$ cat src/hw/dma_hs_pkg.sv
// Package for the message-buffer DMA handshake block.
// Assumes an APB master on the same clock and a single-byte data path.
package dma_hs_pkg;

  // ****************************************************************
  // Register map (byte addresses on APB)
  // ****************************************************************
  localparam logic [11:0] TX_DMA_WRITE_CONFIG_ADDR = 12'h000;
  localparam logic [11:0] RX_DMA_READ_CONFIG_ADDR  = 12'h004;
  localparam logic [11:0] DMA_STATUS_ADDR          = 12'h008;
  localparam logic [11:0] RX_FILL_ADDR             = 12'h00C;

  // ****************************************************************
  // Field positions and reset values
  // ****************************************************************
  localparam int SOFT_RESET_BIT = 7;
  localparam int ENABLE_BIT     = 6;
  localparam int PIN_ROLE_BIT   = 5;
  localparam int CHAN_LSB       = 0;
  localparam int CHAN_W         = 3;
  localparam logic [7:0] CONFIG_RESET  = 8'h00;
  localparam logic [7:0] CONFIG_WMASK  = 8'hE7;
  localparam logic [2:0] CHAN_ZERO     = 3'h0;

  // ****************************************************************
  // Buffer sizing
  // ****************************************************************
  localparam int BUF_DEPTH = 64;
  localparam int PTR_W     = 6;

  // Strobe-pin sampling bundle
  typedef struct packed {
    logic rd_n;
    logic wr_n;
  } strobe_pins_t;

  typedef enum logic [1:0] {
    CH_IDLE,
    CH_REQ,
    CH_XFER
  } ch_state_t;

endpackage : dma_hs_pkg

$ cat src/hw/dma_handshake.sv
// Top of the message-buffer DMA handshake: APB registers, receive read
// channel and transmit write channel toward an external DMA controller.
// Assumes all pins and the user-side buffer ports are synchronous to CLK_SYS.
`timescale 1ns/1ps

// Overview of operation
// - A 0-to-1 change of the transmit soft reset bit resets the transmit write channel.
// - With the write-pin role bit at 0, the write pin is direction and read pin strobes.
// - With the write-pin role bit at 1, the write pin is the write strobe.
// - A three-bit field selects the framer channel using the transmit interface.
// - A 0-to-1 change of the receive soft reset bit resets the receive read channel.
// - The receive enable bit turns the read interface on; at 0 the channel drops to idle on the next clock and reads stop.
// - The receive request is raised only when a whole message sits in the buffer.
// - The receive channel moves message bytes out toward external memory.
// - A receive cycle starts by pulling the receive request line low.
// - With the read pin as a read strobe, each low read pulse presents a new byte.
// - With the read pin as direction, each low write pulse presents a new byte.
// - With the read-pin role bit at 0, the read pin is a read strobe.
// - With the read-pin role bit at 1, read is direction and write is the strobe.
module dma_handshake (
  input  wire logic        CLK_SYS,
  input  wire logic        RST_N,
  // APB slave
  input  wire logic        PSEL,
  input  wire logic        PENABLE,
  input  wire logic        PWRITE,
  input  wire logic [11:0] PADDR,
  input  wire logic [31:0] PWDATA,
  output logic             PREADY,
  output logic             PSLVERR,
  output logic [31:0]      PRDATA,
  // DMA pins
  input  wire logic        RD_N,
  input  wire logic        WR_N,
  input  wire logic [7:0]  DATA_IN,
  output logic [7:0]       DATA_OUT,
  output logic             DATA_OE,
  output logic             RX_DMA_REQUEST_N,
  input  wire logic        RX_DMA_ACKNOWLEDGE_N,
  output logic             TX_DMA_REQUEST_N,
  input  wire logic        TX_DMA_ACKNOWLEDGE_N,
  // Framer receive side: bytes in, end-of-message marker
  input  wire logic        RX_BYTE_VALID,
  input  wire logic [7:0]  RX_BYTE,
  input  wire logic        RX_BYTE_LAST,
  output logic             RX_BYTE_READY,
  // Framer transmit side: bytes out, space indication
  input  wire logic        TX_SPACE,
  output logic             TX_BYTE_VALID,
  output logic [7:0]       TX_BYTE,
  output logic [2:0]       TX_CHANNEL,
  output logic [2:0]       RX_CHANNEL
);

  // ****************************************************************
  // APB decode
  // ****************************************************************
  logic [7:0] tx_dma_write_config_q;
  logic [7:0] rx_dma_read_config_q;
  wire        apb_wr;
  wire        apb_rd;
  wire        sel_tx;
  wire        sel_rx;
  wire        sel_st;
  wire        sel_fill;
  wire        mapped;

  // Zero-wait slave: every access completes in its first access cycle
  assign sel_tx   = PADDR == dma_hs_pkg::TX_DMA_WRITE_CONFIG_ADDR;
  assign sel_rx   = PADDR == dma_hs_pkg::RX_DMA_READ_CONFIG_ADDR;
  assign sel_st   = PADDR == dma_hs_pkg::DMA_STATUS_ADDR;
  assign sel_fill = PADDR == dma_hs_pkg::RX_FILL_ADDR;
  assign mapped   = sel_tx | sel_rx | sel_st | sel_fill;
  assign apb_wr   = PSEL & PENABLE & PWRITE;
  assign apb_rd   = PSEL & PENABLE & ~PWRITE;
  assign PREADY   = 1'b1;
  assign PSLVERR  = PSEL & PENABLE & ~mapped;

  // ****************************************************************
  // Configuration registers
  // ****************************************************************
  wire [7:0] wdata_masked;
  assign wdata_masked = PWDATA[7:0] & dma_hs_pkg::CONFIG_WMASK;

  // Reserved bits 4:3 are never stored, so they read back zero
  always_ff @(posedge CLK_SYS or negedge RST_N)
  begin
    if (!RST_N)
    begin
      tx_dma_write_config_q <= dma_hs_pkg::CONFIG_RESET;
      rx_dma_read_config_q  <= dma_hs_pkg::CONFIG_RESET;
    end
    else
    begin
      if (apb_wr && sel_tx)
        tx_dma_write_config_q <= wdata_masked;
      if (apb_wr && sel_rx)
        rx_dma_read_config_q <= wdata_masked;
    end
  end

  wire tx_soft_reset;
  wire rx_soft_reset;
  wire tx_dma_enable_bit;
  wire rx_dma_enable_bit;
  wire wr_role;
  wire rd_role;
  assign tx_soft_reset     = tx_dma_write_config_q[dma_hs_pkg::SOFT_RESET_BIT];
  assign rx_soft_reset     = rx_dma_read_config_q[dma_hs_pkg::SOFT_RESET_BIT];
  assign tx_dma_enable_bit = tx_dma_write_config_q[dma_hs_pkg::ENABLE_BIT];
  assign rx_dma_enable_bit = rx_dma_read_config_q[dma_hs_pkg::ENABLE_BIT];
  assign wr_role           = tx_dma_write_config_q[dma_hs_pkg::PIN_ROLE_BIT];
  assign rd_role           = rx_dma_read_config_q[dma_hs_pkg::PIN_ROLE_BIT];

  // ****************************************************************
  // Soft reset edge detect
  // ****************************************************************
  logic tx_rst_prev_q;
  logic rx_rst_prev_q;
  wire  tx_chan_reset;
  wire  rx_chan_reset;

  // Only the rising edge resets; holding the bit at 1 does nothing more
  assign tx_chan_reset = tx_soft_reset & ~tx_rst_prev_q;
  assign rx_chan_reset = rx_soft_reset & ~rx_rst_prev_q;

  always_ff @(posedge CLK_SYS or negedge RST_N)
  begin
    if (!RST_N)
    begin
      tx_rst_prev_q <= 1'b0;
      rx_rst_prev_q <= 1'b0;
    end
    else
    begin
      tx_rst_prev_q <= tx_soft_reset;
      rx_rst_prev_q <= rx_soft_reset;
    end
  end

  // ****************************************************************
  // Channel select outputs
  // ****************************************************************
  // Reserved top-bit codes fall back to channel 0; low codes 0 to 3 pass as written
  wire [2:0] tx_sel_raw;
  wire [2:0] rx_sel_raw;
  assign tx_sel_raw = tx_dma_write_config_q[dma_hs_pkg::CHAN_LSB +: dma_hs_pkg::CHAN_W];
  assign rx_sel_raw = rx_dma_read_config_q[dma_hs_pkg::CHAN_LSB +: dma_hs_pkg::CHAN_W];
  assign TX_CHANNEL = tx_sel_raw[2] ? dma_hs_pkg::CHAN_ZERO : tx_sel_raw;
  assign RX_CHANNEL = rx_sel_raw[2] ? dma_hs_pkg::CHAN_ZERO : rx_sel_raw;

  // ****************************************************************
  // Strobe decode
  // ****************************************************************
  dma_hs_pkg::strobe_pins_t pins;
  wire                      rx_strobe;
  wire                      tx_strobe;
  assign pins.rd_n = RD_N;
  assign pins.wr_n = WR_N;

  // Read role 0: read pin strobes; role 1: write pin strobes
  dma_strobe_edge u_rx_strobe (
    .clk                     (CLK_SYS),
    .rst_n                   (RST_N),
    .pins                    (pins),
    .role                    (rd_role),
    .role_is_direction_on_wr (1'b0),
    .strobe_fall             (rx_strobe)
  );

  // Write role 0: read pin strobes with write as direction; role 1: write strobes
  dma_strobe_edge u_tx_strobe (
    .clk                     (CLK_SYS),
    .rst_n                   (RST_N),
    .pins                    (pins),
    .role                    (wr_role),
    .role_is_direction_on_wr (1'b1),
    .strobe_fall             (tx_strobe)
  );

  // Direction qualifiers: in direction mode the other pin must say read/write
  wire rx_dir_ok;
  wire tx_dir_ok;
  assign rx_dir_ok = ~rd_role | RD_N;  // RD high means a read cycle
  assign tx_dir_ok = wr_role | ~WR_N;  // WR low means a write cycle

  // ****************************************************************
  // Receive message buffer
  // ****************************************************************
  logic [7:0]              rx_mem [dma_hs_pkg::BUF_DEPTH];
  logic [dma_hs_pkg::PTR_W:0] wr_ptr_q;
  logic [dma_hs_pkg::PTR_W:0] rd_ptr_q;
  logic [dma_hs_pkg::PTR_W:0] msg_end_q;
  logic                    msg_ready_q;
  wire                     buf_full;
  wire                     buf_push;
  wire                     buf_pop;
  wire [dma_hs_pkg::PTR_W:0] fill;

  assign fill          = wr_ptr_q - rd_ptr_q;
  assign buf_full      = fill[dma_hs_pkg::PTR_W];
  // Back-pressure to the framer: one message at a time is held
  assign RX_BYTE_READY = ~buf_full & ~msg_ready_q;
  assign buf_push      = RX_BYTE_VALID & RX_BYTE_READY;

  always_ff @(posedge CLK_SYS)
  begin
    if (buf_push)
      rx_mem[wr_ptr_q[dma_hs_pkg::PTR_W-1:0]] <= RX_BYTE;
  end

  // Complete-message flag; a soft reset discards the buffer
  always_ff @(posedge CLK_SYS or negedge RST_N)
  begin
    if (!RST_N)
    begin
      wr_ptr_q    <= '0;
      msg_end_q   <= '0;
      msg_ready_q <= 1'b0;
    end
    else if (rx_chan_reset)
    begin
      wr_ptr_q    <= rd_ptr_q;
      msg_ready_q <= 1'b0;
    end
    else
    begin
      if (buf_push)
        wr_ptr_q <= wr_ptr_q + 1'b1;
      if (buf_push && RX_BYTE_LAST)
      begin
        msg_ready_q <= 1'b1;
        msg_end_q   <= wr_ptr_q + 1'b1;
      end
      else if (buf_pop && (rd_ptr_q + 1'b1 == msg_end_q))
        msg_ready_q <= 1'b0;
    end
  end

  // ****************************************************************
  // Receive read channel
  // ****************************************************************
  dma_hs_pkg::ch_state_t rx_state_q;
  dma_hs_pkg::ch_state_t rx_state_d;
  logic [7:0]            data_out_q;

  // A strobe pops a byte while acknowledged and in the right direction
  assign buf_pop = (rx_state_q == dma_hs_pkg::CH_XFER) & rx_strobe & rx_dir_ok
                   & ~RX_DMA_ACKNOWLEDGE_N;

  always_comb
  begin
    rx_state_d = rx_state_q;
    case (rx_state_q)
      dma_hs_pkg::CH_IDLE:
        if (rx_dma_enable_bit && msg_ready_q)
          rx_state_d = dma_hs_pkg::CH_REQ;
      dma_hs_pkg::CH_REQ:
        if (!rx_dma_enable_bit)
          rx_state_d = dma_hs_pkg::CH_IDLE;
        else if (!RX_DMA_ACKNOWLEDGE_N)
          rx_state_d = dma_hs_pkg::CH_XFER;
      dma_hs_pkg::CH_XFER:
        if (!rx_dma_enable_bit || (buf_pop && (rd_ptr_q + 1'b1 == msg_end_q)))
          rx_state_d = dma_hs_pkg::CH_IDLE;
      default:
        rx_state_d = dma_hs_pkg::CH_IDLE;
    endcase
  end

  always_ff @(posedge CLK_SYS or negedge RST_N)
  begin
    if (!RST_N)
    begin
      rx_state_q <= dma_hs_pkg::CH_IDLE;
      rd_ptr_q   <= '0;
      data_out_q <= 8'h00;
    end
    else if (rx_chan_reset)
    begin
      rx_state_q <= dma_hs_pkg::CH_IDLE;
      data_out_q <= 8'h00;
    end
    else
    begin
      rx_state_q <= rx_state_d;
      if (buf_pop)
      begin
        data_out_q <= rx_mem[rd_ptr_q[dma_hs_pkg::PTR_W-1:0]];
        rd_ptr_q   <= rd_ptr_q + 1'b1;
      end
    end
  end

  assign RX_DMA_REQUEST_N = ~((rx_state_q == dma_hs_pkg::CH_REQ) |
                              (rx_state_q == dma_hs_pkg::CH_XFER));
  assign DATA_OUT = data_out_q;
  // Drive the byte bus only while the controller acknowledges a read
  assign DATA_OE  = (rx_state_q == dma_hs_pkg::CH_XFER) & ~RX_DMA_ACKNOWLEDGE_N;

  // ****************************************************************
  // Transmit write channel
  // ****************************************************************
  dma_hs_pkg::ch_state_t tx_state_q;
  dma_hs_pkg::ch_state_t tx_state_d;
  logic                  tx_valid_q;
  logic [7:0]            tx_byte_q;
  wire                   tx_take;

  assign tx_take = (tx_state_q == dma_hs_pkg::CH_XFER) & tx_strobe & tx_dir_ok
                   & ~TX_DMA_ACKNOWLEDGE_N;

  always_comb
  begin
    tx_state_d = tx_state_q;
    case (tx_state_q)
      dma_hs_pkg::CH_IDLE:
        if (tx_dma_enable_bit && TX_SPACE)
          tx_state_d = dma_hs_pkg::CH_REQ;
      dma_hs_pkg::CH_REQ:
        if (!tx_dma_enable_bit)
          tx_state_d = dma_hs_pkg::CH_IDLE;
        else if (!TX_DMA_ACKNOWLEDGE_N)
          tx_state_d = dma_hs_pkg::CH_XFER;
      dma_hs_pkg::CH_XFER:
        if (!tx_dma_enable_bit || !TX_SPACE || TX_DMA_ACKNOWLEDGE_N)
          tx_state_d = dma_hs_pkg::CH_IDLE;
      default:
        tx_state_d = dma_hs_pkg::CH_IDLE;
    endcase
  end

  // Captured byte is offered to the framer for exactly one cycle
  always_ff @(posedge CLK_SYS or negedge RST_N)
  begin
    if (!RST_N)
    begin
      tx_state_q <= dma_hs_pkg::CH_IDLE;
      tx_valid_q <= 1'b0;
      tx_byte_q  <= 8'h00;
    end
    else if (tx_chan_reset)
    begin
      tx_state_q <= dma_hs_pkg::CH_IDLE;
      tx_valid_q <= 1'b0;
    end
    else
    begin
      tx_state_q <= tx_state_d;
      tx_valid_q <= tx_take;
      if (tx_take)
        tx_byte_q <= DATA_IN;
    end
  end

  assign TX_DMA_REQUEST_N = ~((tx_state_q == dma_hs_pkg::CH_REQ) |
                              (tx_state_q == dma_hs_pkg::CH_XFER));
  assign TX_BYTE_VALID    = tx_valid_q;
  assign TX_BYTE          = tx_byte_q;

  // ****************************************************************
  // APB read mux
  // ****************************************************************
  wire [31:0] status_word;
  assign status_word = {26'h0, msg_ready_q, buf_full,
                        ~TX_DMA_REQUEST_N, ~RX_DMA_REQUEST_N,
                        tx_state_q == dma_hs_pkg::CH_XFER,
                        rx_state_q == dma_hs_pkg::CH_XFER};

  assign PRDATA = !apb_rd ? 32'h0 :
                  sel_tx  ? {24'h0, tx_dma_write_config_q} :
                  sel_rx  ? {24'h0, rx_dma_read_config_q} :
                  sel_st  ? status_word :
                  sel_fill ? {25'h0, fill} : 32'h0;

endmodule : dma_handshake

$ cat src/hw/dma_strobe_edge.sv
// Configurable strobe decode for one DMA channel.
// Assumes strobe pins are synchronous to the clock.
`timescale 1ns/1ps
module dma_strobe_edge (
  input  wire logic                      clk,
  input  wire logic                      rst_n,
  input  wire dma_hs_pkg::strobe_pins_t  pins,
  input  wire logic                      role,
  input  wire logic                      role_is_direction_on_wr,
  output logic                           strobe_fall
);

  // ****************************************************************
  // Strobe selection and falling-edge detect
  // ****************************************************************
  logic strobe_q;
  wire  strobe_now;

  // Which pin carries the data strobe depends on the channel's role bit
  assign strobe_now  = role_is_direction_on_wr ? (role ? pins.wr_n : pins.rd_n)
                                               : (role ? pins.wr_n : pins.rd_n);
  assign strobe_fall = strobe_q & ~strobe_now;

  // Idle high so no edge is seen right after reset
  always_ff @(posedge clk or negedge rst_n)
  begin
    if (!rst_n)
      strobe_q <= 1'b1;
    else
      strobe_q <= strobe_now;
  end

endmodule : dma_strobe_edge

$ cat config.mk
export PLATFORM = sky130hd
export DESIGN_NAME = dma_handshake
export DESIGN_NICKNAME = d
export VERILOG_FILES = /design/src/hw/dma_hs_pkg.sv /design/src/hw/dma_handshake.sv /design/src/hw/dma_strobe_edge.sv
export SDC_FILE = /design/constraint.sdc
export NUM_CORES = 1
export LEC_CHECK = 0
export ABC_CLOCK_PERIOD_IN_PS = 3900
export BUFFER_PORTS_ARGS = -buffer_cell sky130_fd_sc_hd__buf_2
export CAP_MARGIN = 20
export CORE_MARGIN = 4
export CORE_UTILIZATION = 45
export DETAILED_ROUTE_END_ITERATION = 8
export PLACE_DENSITY = 0.75
export REMOVE_ABC_BUFFERS = 1
export SYNTH_ARGS = -nofsm -noshare
export SYNTH_HDL_FRONTEND = slang
export SYNTH_HIERARCHICAL = 1
export SYNTH_SLANG_ARGS = --single-unit
$ cat constraint.sdc
create_clock -name CLK_SYS -period 3.9 [get_ports CLK_SYS]
set_input_delay 0.78 -clock CLK_SYS [delete_from_list [all_inputs] [get_ports CLK_SYS]]
set_output_delay 0.78 -clock CLK_SYS [all_outputs]
set_load 0.01 [all_outputs]
==> metrics, run 1 <==
Logic pwr share=0.091; final wirelength=between 50000 and 60000 µm; initial DRC count=1370; CTS Buf Count=56; Pwr Density=approximately 490 nW/µm²; initial antenna violation count=0; Fillers=4104; drt pass-1 iters=5; Required @ worst endpoint=3.12 ns; R2R Setup Slk=0.16 ns; post-synthesis sequential area ratio=0.711; Clock Latency Late Sink=0.63 ns; clock buffer depth=3; Top Layer Used=met4; nature of the critical path endpoint=output port; Routed met1 length=22300 µm; # DRC=0; Worst Path Arrival=around 3 ns; ys async rst share=0.103; Area Growth Syn to Fin=14.3%; worst-path fanout max=3; multi-input logic area=6310 µm²; type of the most critical hold path=in -> async; H-tree levels=2; Max Fclk=between 200 and 300 MHz; Synth area leaders=edfxtp_1, mux2i_1, dfrtp_1; # IOs=133; clock power share=0.394; Register Area=16900 µm²; clock transition at the registers of the reported paths=0.06 ns; non-filler instance count after layout=2299; antenna-violating nets left=0; clk sink count=571; Worst setup SP type=flip-flop; FF-to-FF End=rx_mem[49][1]; top_reg_cell synth=edfxtp_1; Vias/cell=5.78; most common cell in the netlist=edfxtp_1; Slew Limit Fails=0; placed insts=2193; Nets=~1700; relative slew slack=0.266; Least-Margin Pin Slew=roughly 1.1 ns; synth cell count leaders=edfxtp_1, mux2i_1, nor2_1; Sw Share=0.234; Root Buffer=clkbuf_16; Synth warnings=6; WL met3=4880 µm; Setup Slack @ Placement=0.101 ns; Net Sw Power=about 3100 µW; hold_ws=approximately 0.043 ns; Die H=237 µm; final setup violating endpoints=0; Distinct cells, synth=62; fin crit period=3.76 ns; synthesized area=about 24000 µm²; total gr overflow=0; crit path to=PRDATA[4]; ant diodes=0; met2 wire len=25300 µm; setup ws final=about 0.14 ns; GP Congestion=about 0.88; gr usage total=0.189; final hold vios=0; Std-Cell Rows=83; number of flops mapped to enable cells by yosys=512; core area=51700 µm²; CP Class=reg -> out; final core occ=0.524; Die ar.=roughly 56000 µm²; Yosys top cell area share=0.649; flops & latches, synth=571; crit path from=wr_ptr_q[0]; Design Power=~13000 µW; pin count of the biggest net entering global routing=117; Fin Clk Skew=0.0338 ns; Mapped Avg Cell Area=16.7 µm²; post-DP HPWL=33600 µm; wire per inst=23.6 µm; Reg2Reg Launch Point=wr_ptr_q[0]; Die Width=~240 µm; detailed-route via count=~13000; Starting Density=0.458; CTS tree=built; Internal Power=between 10000 and 15000 µW; Period Utilization, post-route=0.963; vias in the first global route=13400; Mapped Cells=1415; first-pass GRT wire length=between 80000 and 90000 µm; Reg2Reg Depth=13; Max-Cap Viols=0; Leak=0.00901 µW; status=finished, final reports clean; Peak supply drop=0.350 mV; post-synth top area cell=edfxtp_1; share of cells above drive strength 1=0.227; Seq pwr share=0.516; Port-buffer cells=between 70 and 80
how the worst min path moves through the flow:
stage                              endpoint  slack [ns]  cells past startpoint
floorplan                     tx_rst_prev_q        0.38                      0
global placement              tx_rst_prev_q        0.39                      0
detailed placement            tx_rst_prev_q        0.40                      0
CTS                 rx_dma_read_config_q[5]        0.01                      1
global route        rx_dma_read_config_q[5]        0.05                      1
finish              rx_dma_read_config_q[5]        0.04                      1
power groups by stage:
stage | clock network, µW | registers [µW] | logic [µW]
3_3_place_gp | 0 | 7010 | 1080
6_report | 5260 | 6890 | 1210
3_5_place_dp | 0 | 7020 | 1130
5_1_grt | 5620 | 6900 | 1320
2_1_floorplan | 0 | 7030 | 639
4_1_cts | 5350 | 6890 | 1150
metrics by stage:
step | setup TNS, ns | cell area (µm²)
2_1_floorplan | -3077.87 | 23200
4_1_cts | 0 | 27000
3_5_place_dp | 0 | 25200
3_3_place_gp | 0 | 25200
5_1_grt | -0.0315 | 27100
6_report | 0 | 27100
layout by cell type, fill, tap and decap left out, types with 21 or more instances in the layout:
master / instances
mux4_2: 59
clkbuf_16: 57
nand2_1: 54
nand3_1: 25
mux2i_1: 165
buf_4: 94
nor2_1: 94
dfrtp_1: 55
a21oi_1: 41
a22oi_1: 55
conb_1: 27
edfxtp_1: 512
buf_2: 79
mux2_2: 21
cell type report:
cell class              instances  share of cell area
clock buffers                  68              0.0542
clock inverters                31              0.0117
inverters                      19             0.00273
multi-input cells             752               0.233
flip-flops and latches        571               0.622
well taps                     680              0.0314
repair buffers                178              0.0443
registers in the layout (all words and copies together) (netlist names):
signal / count
u_tx_strobe/strobe_q: 1
rx_mem: 512
DATA_OUT: 8
u_rx_strobe/strobe_q: 1
rx_rst_prev_q: 1
TX_BYTE_VALID: 1
rx_dma_read_config_q: 6
TX_BYTE: 8
tx_dma_write_config_q: 6
msg_ready_q: 1
tx_state_q: 2
rx_state_q: 2
tx_rst_prev_q: 1
rd_ptr_q: 7
wr_ptr_q: 7
msg_end_q: 7
critical path, stage by stage, from the launching register on:
cell and delay (ns):
dfrtp_1 0.39, inv_2 0.06, ha_1 0.13, inv_1 0.06
fa_2 0.36, a211o_2 0.31, nor4b_4 0.14, a211oi_2 0.24
buf_4 0.16, nor2_1 0.04, a31oi_1 0.26, nor2_1 0.06
buf_2 0.14
logic make-up after synthesis:
logic type | synth area share
fa+ha+maj | 0.00877
other cells | 0.000317
flops | 0.711
simple gates | 0.0500
mux | 0.137
xor+xnor | 0.0111
compound gates | 0.0538
buf+inv | 0.0275
timing repair:
item                       4_1_cts  5_1_grt
buffers inserted                 1        2
resized for setup                1        7
pin swaps                        1        2
setup endpoints to repair        2       58
hold buffers                     0        0
gates cloned                     0        0
layer usage:
layer  up-vias  GRT usage
met5         -          0
met4         0     0.0662
met3       125     0.0384
met2       660      0.300
met1      6689      0.263
li1       5818          -
Power figures use the tool's default switching activity.
==> inputs of run 2 (changes only) <==
--- a/config.mk
+++ b/config.mk
@@ -10,6 +10,7 @@
 export CAP_MARGIN = 20
 export CORE_MARGIN = 4
 export CORE_UTILIZATION = 45
+export CTS_BUF_LIST = sky130_fd_sc_hd__clkbuf_2 sky130_fd_sc_hd__clkbuf_4 sky130_fd_sc_hd__clkbuf_8
 export DETAILED_ROUTE_END_ITERATION = 8
 export PLACE_DENSITY = 0.75
 export REMOVE_ABC_BUFFERS = 1
==> run 2 against run 1 <==
Global-route usage increased by 0.28 points. Sequential share of layout area down 0.20 points. Sequential cell count stayed put. Critical path type unchanged. Clock power fell by 3%. Clock skew up 0.0090 ns. Via count is 2.1% higher. Largest power group unchanged. Register-to-register slack better by 0.04 ns. Critical path depth unchanged.
==> metrics, run 2 (synthesized netlist as in run 1, its figures left out) <==
CTS Buf Count=90 (+61%); initial DRC count=1319 (-3.7%); first-pass GRT wire length=83100 µm (+1.4%); Required @ worst endpoint=3.12 ns (about the same); gr usage total=0.192 (+0.00278); Port-buffer cells=79 (unchanged); CP max stage cell=dfrtp_1; CTS tree=built; worst-path fanout max=3 (unchanged); post-DP HPWL=33600 µm (unchanged); Die H=237 µm (unchanged); relative slew slack=0.276 (+0.0101); Starting Density=0.458 (unchanged); clock transition at the registers of the reported paths=0.06 ns (about the same); Setup Slack @ Placement=0.101 ns (unchanged); Max Fclk=263 MHz (-1.2%); final setup violating endpoints=0 (unchanged); GP Congestion=0.881 (unchanged); drt pass-1 iters=8 (+3); final core occ=0.525 (+0.00174); Worst Path Arrival=3.02 ns (+0.04 ns); initial antenna violation count=0 (unchanged); commonest cells after routing, fill and taps aside=edfxtp_1, mux2i_1, buf_4; status=finished, final reports clean; CP cell instances=inv_2, ha_4, inv_2, fa_2, a211o_2, nor4b_4, a211oi_2, buf_4, nor2_1, a31oi_1, nor2_1, buf_2; non-filler instance count after layout=2369 (+3.0%); total gr overflow=0 (unchanged); CP Class=reg -> out; placed insts=2193 (unchanged); Slew Limit Fails=0 (unchanged); # IOs=133 (unchanged); Die Width=237 µm (unchanged); Peak supply drop=0.275 mV (-21%); Nets=1703 (+2.2%); Worst setup SP type=flip-flop; Root Buffer=clkbuf_8; Std-Cell Rows=83 (unchanged); Die ar.=56400 µm² (unchanged); vias in the first global route=13800 (+2.9%); Least-Margin Pin Slew=1.09 ns (-0.0151 ns); Clock Latency Late Sink=0.68 ns (+0.05 ns); final hold vios=0 (unchanged); number of flip-flops under the largest register name=512 (unchanged); ant diodes=0 (unchanged); Vias/cell=5.73 (-0.93%); H-tree levels=3 (+1); Max-Cap Viols=0 (unchanged); Area Growth Syn to Fin=14.7%; most common cell after layout, fill and taps aside=edfxtp_1; Period Utilization, post-route=0.975 (+0.0113); Fillers=4133 (+0.71%); antenna-violating nets left=0 (unchanged); core area=51700 µm² (unchanged); Fin Clk Skew=0.0428 ns (+0.00901 ns); max incr delay on CP=0.39 ns (about the same); detailed-route via count=13600 (+2.1%); fin crit period=3.80 ns (+0.0439 ns); unrepaired setup endpoints after global routing=true; Pwr Density=487 nW/µm² (-1.3%); wire per inst=23.1 µm (-1.9%); clk sink count=571 (unchanged); share of cells above drive strength 1=0.262 (+0.0350); Design Power=13200 µW (-0.96%); final wirelength=54800 µm (+1.0%); Leak=0.00910 µW (+1.1%); clock buffer depth=3 (unchanged); nature of the critical path endpoint=output port; type of the most critical hold path=in -> reg; setup ws final=0.0987 ns (-0.0439 ns); pin count of the biggest net entering global routing=117 (unchanged); # DRC=0 (unchanged)
[run 2: layer usage]
layer | up-vias | global-route usage | share of wire
li1 | 5915 | - | -
met3 | 99 | 0.0463 | 0.090
met2 | 676 | 0.303 | 0.47
met5 | - | 0 | 0
met4 | 0 | 0.0630 | 0.027
met1 | 6880 | 0.265 | 0.41
[run 2: final cells by class]
cell class	count	area, µm²	area share
flip-flops and latches	571	16900	0.620
multi-input cells	752	6330	0.233
clock buffers	124	1510	0.0554
repair buffers	181	1230	0.0453
well taps	680	851	0.0313
clock inverters	42	323	0.0119
inverters	19	77.6	0.00285
[run 2: final timing paths]
kind                                          start                        to  slack, ns  cells after the start
setup / recovery                        wr_ptr_q[0]                 PRDATA[4]        0.1                     12
hold / removal                           DATA_IN[1]                TX_BYTE[1]       0.35                      2
setup reg to reg                        wr_ptr_q[0]              rx_mem[3][1]       0.20                     13
hold reg to reg            tx_dma_write_config_q[7]             tx_rst_prev_q       0.42                      0
max in group asynchronous                     RST_N               rd_ptr_q[2]       2.60                      3
min in group asynchronous                     RST_N  tx_dma_write_config_q[5]       0.57                      2
[run 2: report_power, final]
group / leakage, µW / internal, µW / switching [µW]
sequential: 0.00536 / 6780 / 115
clock: 0.000951 / 2790 / 2310
combinational: 0.00279 / 475 / 762
total: 0.00910 / 10000 / 3190
[run 2: what timing repair did]
action / in CTS / in global routing
pin swaps: 1 / 2
setup endpoints to repair: 3 / 3
hold buffers: 1 / 0
setup buffers: 2 / 3
endpoints found under the hold margin: 11 / 0
resized for setup: 5 / 9
[run 2: stage by stage]
stage	cell area [µm²]	setup TNS (ns)	hold slack [ns]
floorplan	23200	-3077.87	0.383
global placement	25200	0	0.392
detailed placement	25200	0	0.403
CTS	27000	0	0.304
global route	27200	-0.0456	0.321
finish	27200	0	0.353
[run 2: worst max-delay path, delay by kind of cell, from the launching register on]
family | cells | cell delay [ns]
flops | 1 | 0.39
buf+inv | 4 | 0.43
compound gates | 3 | 0.82
fa+ha+maj | 2 | 0.48
simple gates | 3 | 0.24
